**config.mk**
```make
export PLATFORM = sky130hd
export DESIGN_NAME = pwmt_timer
export DESIGN_NICKNAME = d
export VERILOG_FILES = /design/src/verilog/pwmt_timer.v
export VERILOG_INCLUDE_DIRS = /design/src /design/src/verilog
export SDC_FILE = /design/constraint.sdc
export NUM_CORES = 1
export LEC_CHECK = 0
export BUFFER_PORTS_ARGS = -buffer_cell sky130_fd_sc_hd__buf_4
export CAP_MARGIN = 40
export CORE_MARGIN = 2
export CORE_UTILIZATION = 58
export DETAILED_ROUTE_END_ITERATION = 8
export GPL_TIMING_DRIVEN = 1
export PLACE_DENSITY = 0.78
export SLEW_MARGIN = 40
export SYNTH_ARGS = -nofsm -noshare
export SYNTH_HDL_FRONTEND = slang
export SYNTH_SLANG_ARGS = --single-unit
```
**constraint.sdc**
```tcl
create_clock -name sys_clk -period 2.4 [get_ports sys_clk]
set_input_delay 0.36 -clock sys_clk [delete_from_list [all_inputs] [get_ports sys_clk]]
set_output_delay 0.36 -clock sys_clk [all_outputs]
set_load 0.005 [all_outputs]
```
**src/verilog/pwmt_defs.vh**
```
// pwmt_defs.vh: register offsets, field positions and reset values
// assumes a plain address/strobe register port with 8-bit data
`ifndef PWMT_DEFS_VH
`define PWMT_DEFS_VH

`define PWMT_ADDR_W 4
// control register: bit7 comparator_result(ro), 6:5 stored and read back only, 4 wave_output_enable,
// 3 count_enable, 2:0 prescale select
`define PWMT_CTRL_ADDR 4'hB
`define PWMT_STAT_ADDR 4'hF
`define PWMT_HIGH_ADDR 4'h7
`define PWMT_CNT_LO_ADDR 4'h8
`define PWMT_PRD_LO_ADDR 4'h9
`define PWMT_DUTY_LO_ADDR 4'hA
`define PWMT_MASK_ADDR 4'h1
`define PWMT_CTRL_RESET 8'h00
`define PWMT_CTRL_WOE_BIT 4
`define PWMT_CTRL_CEN_BIT 3
`define PWMT_STAT_PMF_BIT 4
`define PWMT_MASK_PMF_BIT 4
`define PWMT_VECTOR 12'h00F
`define PWMT_PRIORITY 3'h5

`endif

```
**src/verilog/pwmt_timer.v**
```verilog
// pwmt_timer.v: 10-bit waveform counter, prescaler, period/duty compare and register port
// assumes a synchronous register master on sys_clk; sleep_req comes from the core clock domain
//
// Behaviour
// - 10-bit up-counter behind programmable prescaler
// - counter readable only, writes ignored
// - count_enable bit three stops or runs counter
// - period match: clear, output high, latch duty
// - zero duty keeps output low at restart
// - period match sets period_match_flag
// - period is (period+1) times prescale ticks
// - duty latch equal counter drives output low
// - duty write any time, latched at restart
// - period register write sets match value
// - three-bit prescale select, eight ratios
// - prescaler cleared by every reset
// - counter halts during sleep
// - match resets counter, sets flag same cycle
// - interrupt vector 00FH, priority five
// - flag set regardless of mask; request is AND
`timescale 1ns/10ps
`include "pwmt_defs.vh"

module pwmt_timer (
	// clock and reset
	input wire sys_clk,
	input wire arst_n,
	// register port
	input wire [`PWMT_ADDR_W-1:0] reg_addr,
	input wire [7:0] reg_wdata,
	input wire reg_wr,
	input wire reg_rd,
	output reg [7:0] reg_rdata,
	// power state and comparator status from the core
	input wire sleep_req,
	input wire comparator_result,
	// waveform pin and interrupt request
	output reg wave_output_pin,
	output reg irq_req,
	output reg [11:0] irq_vector,
	output reg [2:0] irq_priority
);

	// control and datapath registers
	reg [7:0] ctrl_r;
	reg [9:0] wave_counter_r;
	reg [9:0] period_value_r;
	reg [9:0] pending_duty_r;
	reg [9:0] duty_compare_latch_r;
	reg [7:0] presc_r;
	reg period_match_flag_r;
	reg irq_mask_r;

	// synchroniser stages
	reg sleep_s1_r;
	reg sleep_s2_r;
	reg cmp_s1_r;
	reg cmp_s2_r;

	// combinational decode
	reg tick;
	reg [7:0] rd_mux;
	wire count_enable;
	wire wave_output_enable;
	wire period_hit;
	wire counting;
	wire count_step;
	wire period_restart;
	wire [9:0] counter_next;
	wire duty_reached;
	wire flag_clear;

	assign count_enable = ctrl_r[`PWMT_CTRL_CEN_BIT];
	assign wave_output_enable = ctrl_r[`PWMT_CTRL_WOE_BIT];
	// sleep halts counting; synchronised since it may come from a gated core clock
	assign counting = count_enable & ~sleep_s2_r;
	assign period_hit = (wave_counter_r == period_value_r);

	assign count_step = counting & tick;
	// the match and the flag share one strobe so they land on the same edge
	assign period_restart = count_step & period_hit;
	assign counter_next = wave_counter_r + 10'h001;
	assign duty_reached = (counter_next == duty_compare_latch_r);
	assign flag_clear = reg_wr && (reg_addr == `PWMT_STAT_ADDR) &&
		!reg_wdata[`PWMT_STAT_PMF_BIT];

	// two-flop synchronisers; only the second stage is read
	always @(posedge sys_clk or negedge arst_n) begin
		if (!arst_n) begin
			sleep_s1_r <= 1'b0;
			sleep_s2_r <= 1'b0;
		end else begin
			sleep_s1_r <= sleep_req;
			sleep_s2_r <= sleep_s1_r;
		end
	end

	// comparator level is only read back, never acted upon here
	always @(posedge sys_clk or negedge arst_n) begin
		if (!arst_n) begin
			cmp_s1_r <= 1'b0;
			cmp_s2_r <= 1'b0;
		end else begin
			cmp_s1_r <= comparator_result;
			cmp_s2_r <= cmp_s1_r;
		end
	end

	// prescale tick: ratios 1,2,4,8,16,64,128,256 for codes 0..7
	// the prescaler is not cleared on a select change, so the first tick
	// after a change may come early; the period after it is exact
	always @* begin
		tick = 1'b0;
		case (ctrl_r[2:0])
			3'h0: begin
				tick = 1'b1;
			end
			3'h1: begin
				tick = (presc_r[0:0] == 1'h1);
			end
			3'h2: begin
				tick = (presc_r[1:0] == 2'h3);
			end
			3'h3: begin
				tick = (presc_r[2:0] == 3'h7);
			end
			3'h4: begin
				tick = (presc_r[3:0] == 4'hF);
			end
			3'h5: begin
				tick = (presc_r[5:0] == 6'h3F);
			end
			3'h6: begin
				tick = (presc_r[6:0] == 7'h7F);
			end
			default: begin
				tick = (presc_r == 8'hFF);
			end
		endcase
	end

	// prescaler cleared by reset; frozen, not cleared, while stopped
	always @(posedge sys_clk or negedge arst_n) begin
		if (!arst_n) begin
			presc_r <= 8'h00;
		end else if (counting) begin
			presc_r <= presc_r + 8'h01;
		end
	end

	// counter steps once per prescaler tick and clears on the tick that sees a period match
	// a period below the current count lets it run through 1023 and wrap first
	always @(posedge sys_clk or negedge arst_n) begin
		if (!arst_n) begin
			wave_counter_r <= 10'h000;
		end else if (period_restart) begin
			wave_counter_r <= 10'h000;
		end else if (count_step) begin
			wave_counter_r <= counter_next;
		end
	end

	// duty latch loads only at restart, so a mid-period write cannot cut a pulse
	always @(posedge sys_clk or negedge arst_n) begin
		if (!arst_n) begin
			duty_compare_latch_r <= 10'h000;
		end else if (period_restart) begin
			duty_compare_latch_r <= pending_duty_r;
		end
	end

	// waveform pin; held low whenever the output enable is clear
	// a duty above the period keeps the pin high for the whole period
	always @(posedge sys_clk or negedge arst_n) begin
		if (!arst_n) begin
			wave_output_pin <= 1'b0;
		end else if (!wave_output_enable) begin
			wave_output_pin <= 1'b0;
		end else if (period_restart) begin
			// zero duty never raises the pin
			wave_output_pin <= (pending_duty_r != 10'h000);
		end else if (count_step && duty_reached) begin
			wave_output_pin <= 1'b0;
		end
	end

	// registers; counter low byte and high bits accept no writes
	always @(posedge sys_clk or negedge arst_n) begin
		if (!arst_n) begin
			ctrl_r <= `PWMT_CTRL_RESET;
			period_value_r <= 10'h000;
			pending_duty_r <= 10'h000;
			irq_mask_r <= 1'b0;
		end else if (reg_wr) begin
			case (reg_addr)
				`PWMT_CTRL_ADDR: begin
					// read-only comparator bit is never stored
					ctrl_r <= {1'b0, reg_wdata[6:0]};
				end
				`PWMT_PRD_LO_ADDR: begin
					period_value_r[7:0] <= reg_wdata;
				end
				`PWMT_DUTY_LO_ADDR: begin
					pending_duty_r[7:0] <= reg_wdata;
				end
				`PWMT_HIGH_ADDR: begin
					period_value_r[9:8] <= reg_wdata[3:2];
					pending_duty_r[9:8] <= reg_wdata[1:0];
				end
				`PWMT_MASK_ADDR: begin
					irq_mask_r <= reg_wdata[`PWMT_MASK_PMF_BIT];
				end
				default: begin
					// counter address and unmapped writes are dropped
				end
			endcase
		end
	end

	// software clears by writing zero; a match in the same cycle wins
	// setting has priority so that no match is ever lost
	always @(posedge sys_clk or negedge arst_n) begin
		if (!arst_n) begin
			period_match_flag_r <= 1'b0;
		end else if (period_restart) begin
			period_match_flag_r <= 1'b1;
		end else if (flag_clear) begin
			period_match_flag_r <= 1'b0;
		end
	end

	// read mux; unmapped addresses read as zero
	always @* begin
		rd_mux = 8'h00;
		case (reg_addr)
			`PWMT_CTRL_ADDR: begin
				rd_mux = {cmp_s2_r, ctrl_r[6:0]};
			end
			`PWMT_HIGH_ADDR: begin
				rd_mux = {2'h0, wave_counter_r[9:8], period_value_r[9:8],
					pending_duty_r[9:8]};
			end
			`PWMT_CNT_LO_ADDR: begin
				rd_mux = wave_counter_r[7:0];
			end
			`PWMT_PRD_LO_ADDR: begin
				rd_mux = period_value_r[7:0];
			end
			`PWMT_DUTY_LO_ADDR: begin
				rd_mux = pending_duty_r[7:0];
			end
			`PWMT_STAT_ADDR: begin
				rd_mux = {3'h0, period_match_flag_r, 4'h0};
			end
			`PWMT_MASK_ADDR: begin
				rd_mux = {3'h0, irq_mask_r, 4'h0};
			end
			default: begin
				rd_mux = 8'h00;
			end
		endcase
	end

	// data stand one cycle after the strobe and are zero otherwise
	always @(posedge sys_clk or negedge arst_n) begin
		if (!arst_n) begin
			reg_rdata <= 8'h00;
		end else if (reg_rd) begin
			reg_rdata <= rd_mux;
		end else begin
			reg_rdata <= 8'h00;
		end
	end

	// request is flag AND mask, registered so the core sees a clean level
	always @(posedge sys_clk or negedge arst_n) begin
		if (!arst_n) begin
			irq_req <= 1'b0;
		end else begin
			irq_req <= period_match_flag_r & irq_mask_r;
		end
	end

	// vector and priority are fixed for this source; zero in reset and until the first clock after it
	always @(posedge sys_clk or negedge arst_n) begin
		if (!arst_n) begin
			irq_vector <= 12'h000;
			irq_priority <= 3'h0;
		end else begin
			irq_vector <= `PWMT_VECTOR;
			irq_priority <= `PWMT_PRIORITY;
		end
	end

endmodule // pwmt_timer

```
==> out/qor.txt <==
Outcome: complete, but fails checks
Violated checks: hold timing
Vias in the first global route: 2,826
WS Path Type: reg -> reg
Psw: 1.041 mW
Cts bufs inserted: 9
Fin crit period: 2252 ps
Gr ovfl total: 0
RSZ-0062 raised after global routing: false
Hold WC Path Type: in -> async
Synth area leader: dfrtp_1
Die width: 84.96 um
Initial antenna violation count: 0
Ys async rst share: 100.0%
Max IR drop VDD: 0.6307 mV
Setup bufs post-CTS: 0
Via/cell ratio: 6.156
Seq/Total Area, Yosys: 47.40%
Distinct cells, synth: 57
Clock Root Buffer: clkbuf_8
Int Pwr: 2.596 mW
Layout Utilization: 68.18%
Gate power share: 19.9%
Count leader, synth: dfrtp_1
Initial DRC count: 261
PortBufs: 33
Avg Cell Area, Syn: 11.08 sq um
CP startpoint kind: flop
Post-Syn Area: 3801 sq um
CTS tree: yes
Fin nets: 395
Sw Ratio: 28.61%
Leakage power: 1.927 nW
YS warnings: 0
Pin count of the biggest net entering global routing: 73
Number of remaining DRC errors: 0
Area of the multi-input gates: 1821 sq um
Die Y: 84.96 um
Gr usage total: 25.72%
Antenna cells: 0
GPL Wtd Cong: 0.9548
Post-Syn Instances: 343
Share of layout cells above drive strength 1: 26.91%
Clk pwr share: 35.0%
Yosys top cell area share: 47.40%
Vias: 2,807
CP required: 2630 ps
Main synth FF type: dfrtp_1
Total I/O pin count: 43
DR pass1 iterations: 5
Clk_lat worst skew: 350 ps
Synthesis-stage register bit count: 72
Seq. cell area: 1802 sq um
FILL cells: 449
Total Wirelength: 8.454 mm
Clock skew: 6.355 ps
Die area: 7217 sq um
First-pass GRT wire length: 14.33 mm
FMAX: 444.0 MHz
Row count: 29
Hpwl dp: 5.980 mm
Post-synth EDFFs: 0
Post-synth top cells: dfrtp_1 (72), mux2_2 (32), nand2_1 (25), nor2_1 (23), xnor2_1 (21)
CTS Sinks: 72
Worst Max-Slew Pin Slew: 657.7 ps
Pwr dens: 840.1 nW/um^2
Part of the power in registers: 45.1%
H-tree levels: 3
Setup TNS: 0 ps
Fin crit share: 93.84%
Critical path capture point type: flop
Starting Density: 59.86%
CTS clk-pin slew, worst paths: 70 ps
Final ANT Viol Nets: 0
Area growth from synthesis to layout: 13.89%
Core Area: 6350 sq um
Setup-failing EPs final: 0
Max-slew violation count: 0
Worst slew margin: 56.15%
Hold WS: -0.8639 ps
Crit path DAT: 2490 ps
Max-cap violations: 0
Worst reg-to-reg path cell count: 7
WL/cell: 18.54 um
Worst Path Max Fanout: 16
CTS max path bufs: 2
Ranking of synthesized cells by area: dfrtp_1 (47%), mux2_2 (9.5%), xnor2_1 (4.8%)
Hold Vio Cnt, Final: 1
state kept, by name (all words and copies together), names as in the netlist, 7 cells and up:
signal / count
duty_compare_latch_r: 10
wave_counter_r: 10
ctrl_r: 7
period_value_r: 10
reg_rdata: 8
pending_duty_r: 10
presc_r: 8
worst paths after layout:
kind                       slack [ps]                      end       start
setup / recovery                  150  duty_compare_latch_r[1]  presc_r[0]
hold / removal                   -0.9          wave_output_pin      arst_n
setup reg to reg                  150  duty_compare_latch_r[1]  presc_r[0]
hold reg to reg                   350               sleep_s2_r  sleep_s1_r
max in group asynchronous        1920        wave_counter_r[8]      arst_n
min in group sys_clk              120               sleep_s1_r   sleep_req
logic make-up (layout without fill, tap and decap cells):
group,after synthesis,in the layout,share of synthesized area (%)
xor gates and xnor gates,28,28,6.649
buffers and inverters,34,62,5.629
other,2,10,0.1976
adders and majority gates,3,3,0.9876
AOI/OAI and AO/OA,54,54,9.843
and+or+nand+nor,101,101,14.15
DFF,72,72,47.40
muxes,49,49,15.14
layout by cell type (no fill, tap or decap), types with 3 or more instances in the layout:
| cell | netlist | routed |
|---|---|---|
| nor3b_1 | 3 | 3 |
| nor2b_1 | 4 | 4 |
| xnor2_1 | 21 | 21 |
| xor2_1 | 6 | 6 |
| nor4_1 | 3 | 3 |
| a21oi_1 | 4 | 4 |
| nand2_1 | 25 | 25 |
| mux2_2 | 32 | 32 |
| and3_1 | 6 | 6 |
| dfrtp_1 | 72 | 72 |
| o22ai_1 | 5 | 5 |
| mux2i_1 | 11 | 11 |
| nand3_1 | 12 | 12 |
| clkbuf_8 | 0 | 10 |
| nor3_1 | 3 | 3 |
| o21ai_0 | 19 | 19 |
| mux2_4 | 4 | 4 |
| nor2_1 | 23 | 23 |
| ha_1 | 3 | 3 |
| nand2b_1 | 6 | 6 |
| buf_4 | 14 | 39 |
| conb_1 | 2 | 10 |
| nand4_1 | 6 | 6 |
| inv_1 | 5 | 5 |
| bufinv_16 | 0 | 4 |
| o31ai_1 | 5 | 5 |
final cells by class:
| cell class | instances | area share (%) |
|---|---|---|
| clock inverter | 6 | 3.006 |
| multi-input combinational | 245 | 42.05 |
| sequential | 72 | 41.62 |
| clock buffer | 10 | 3.179 |
| timing repair buffer | 41 | 7.486 |
| inverter | 5 | 0.4335 |
| tap | 77 | 2.225 |
repair_timing:
| item | CTS | global route |
|---|---|---|
| hold buffers | 0 | 0 |
| setup endpoints to repair | 0 | 6 |
| resized for setup | 0 | 1 |
worst max-delay path: stages (launching register included):
cell     delay, ps
dfrtp_1        400
ha_1           280
ha_1           190
mux2i_1         70
a311o_1        450
nor3b_4        240
buf_12         170
mux2_2         340
per-stage QoR:
step	std cells	setup slack (ps)	cell area, sq um	power [mW]
after floorplan	351	237.1	3831	2.145
after global placement	440	161.5	4053	2.329
after detailed placement	440	80.12	4056	2.366
after CTS	456	60.22	4324	3.644
after global routing	456	12.57	4329	3.805
final	456	147.9	4329	3.637
power groups by stage:
stage	registers [mW]	logic [mW]	clock network, mW
4_1_cts	1.63	0.721	1.29
5_1_grt	1.67	0.804	1.33
2_1_floorplan	1.57	0.574	0
6_report	1.64	0.723	1.27
3_5_place_dp	1.66	0.711	0
3_3_place_gp	1.64	0.690	0
routing by layer:
| layer | share of wire [%] | vias to the layer above | wire (um) | GRT usage (%) |
|---|---|---|---|---|
| li1 | - | 1277 | - | - |
| met1 | 44 | 1384 | 3708 | 36.61 |
| met2 | 47 | 121 | 3937 | 38.14 |
| met3 | 6.8 | 25 | 572 | 4.183 |
| met4 | 2.8 | 0 | 235 | 13.42 |
| met5 | 0 | - | 0 | 0 |
Power figures use the tool's default switching activity.
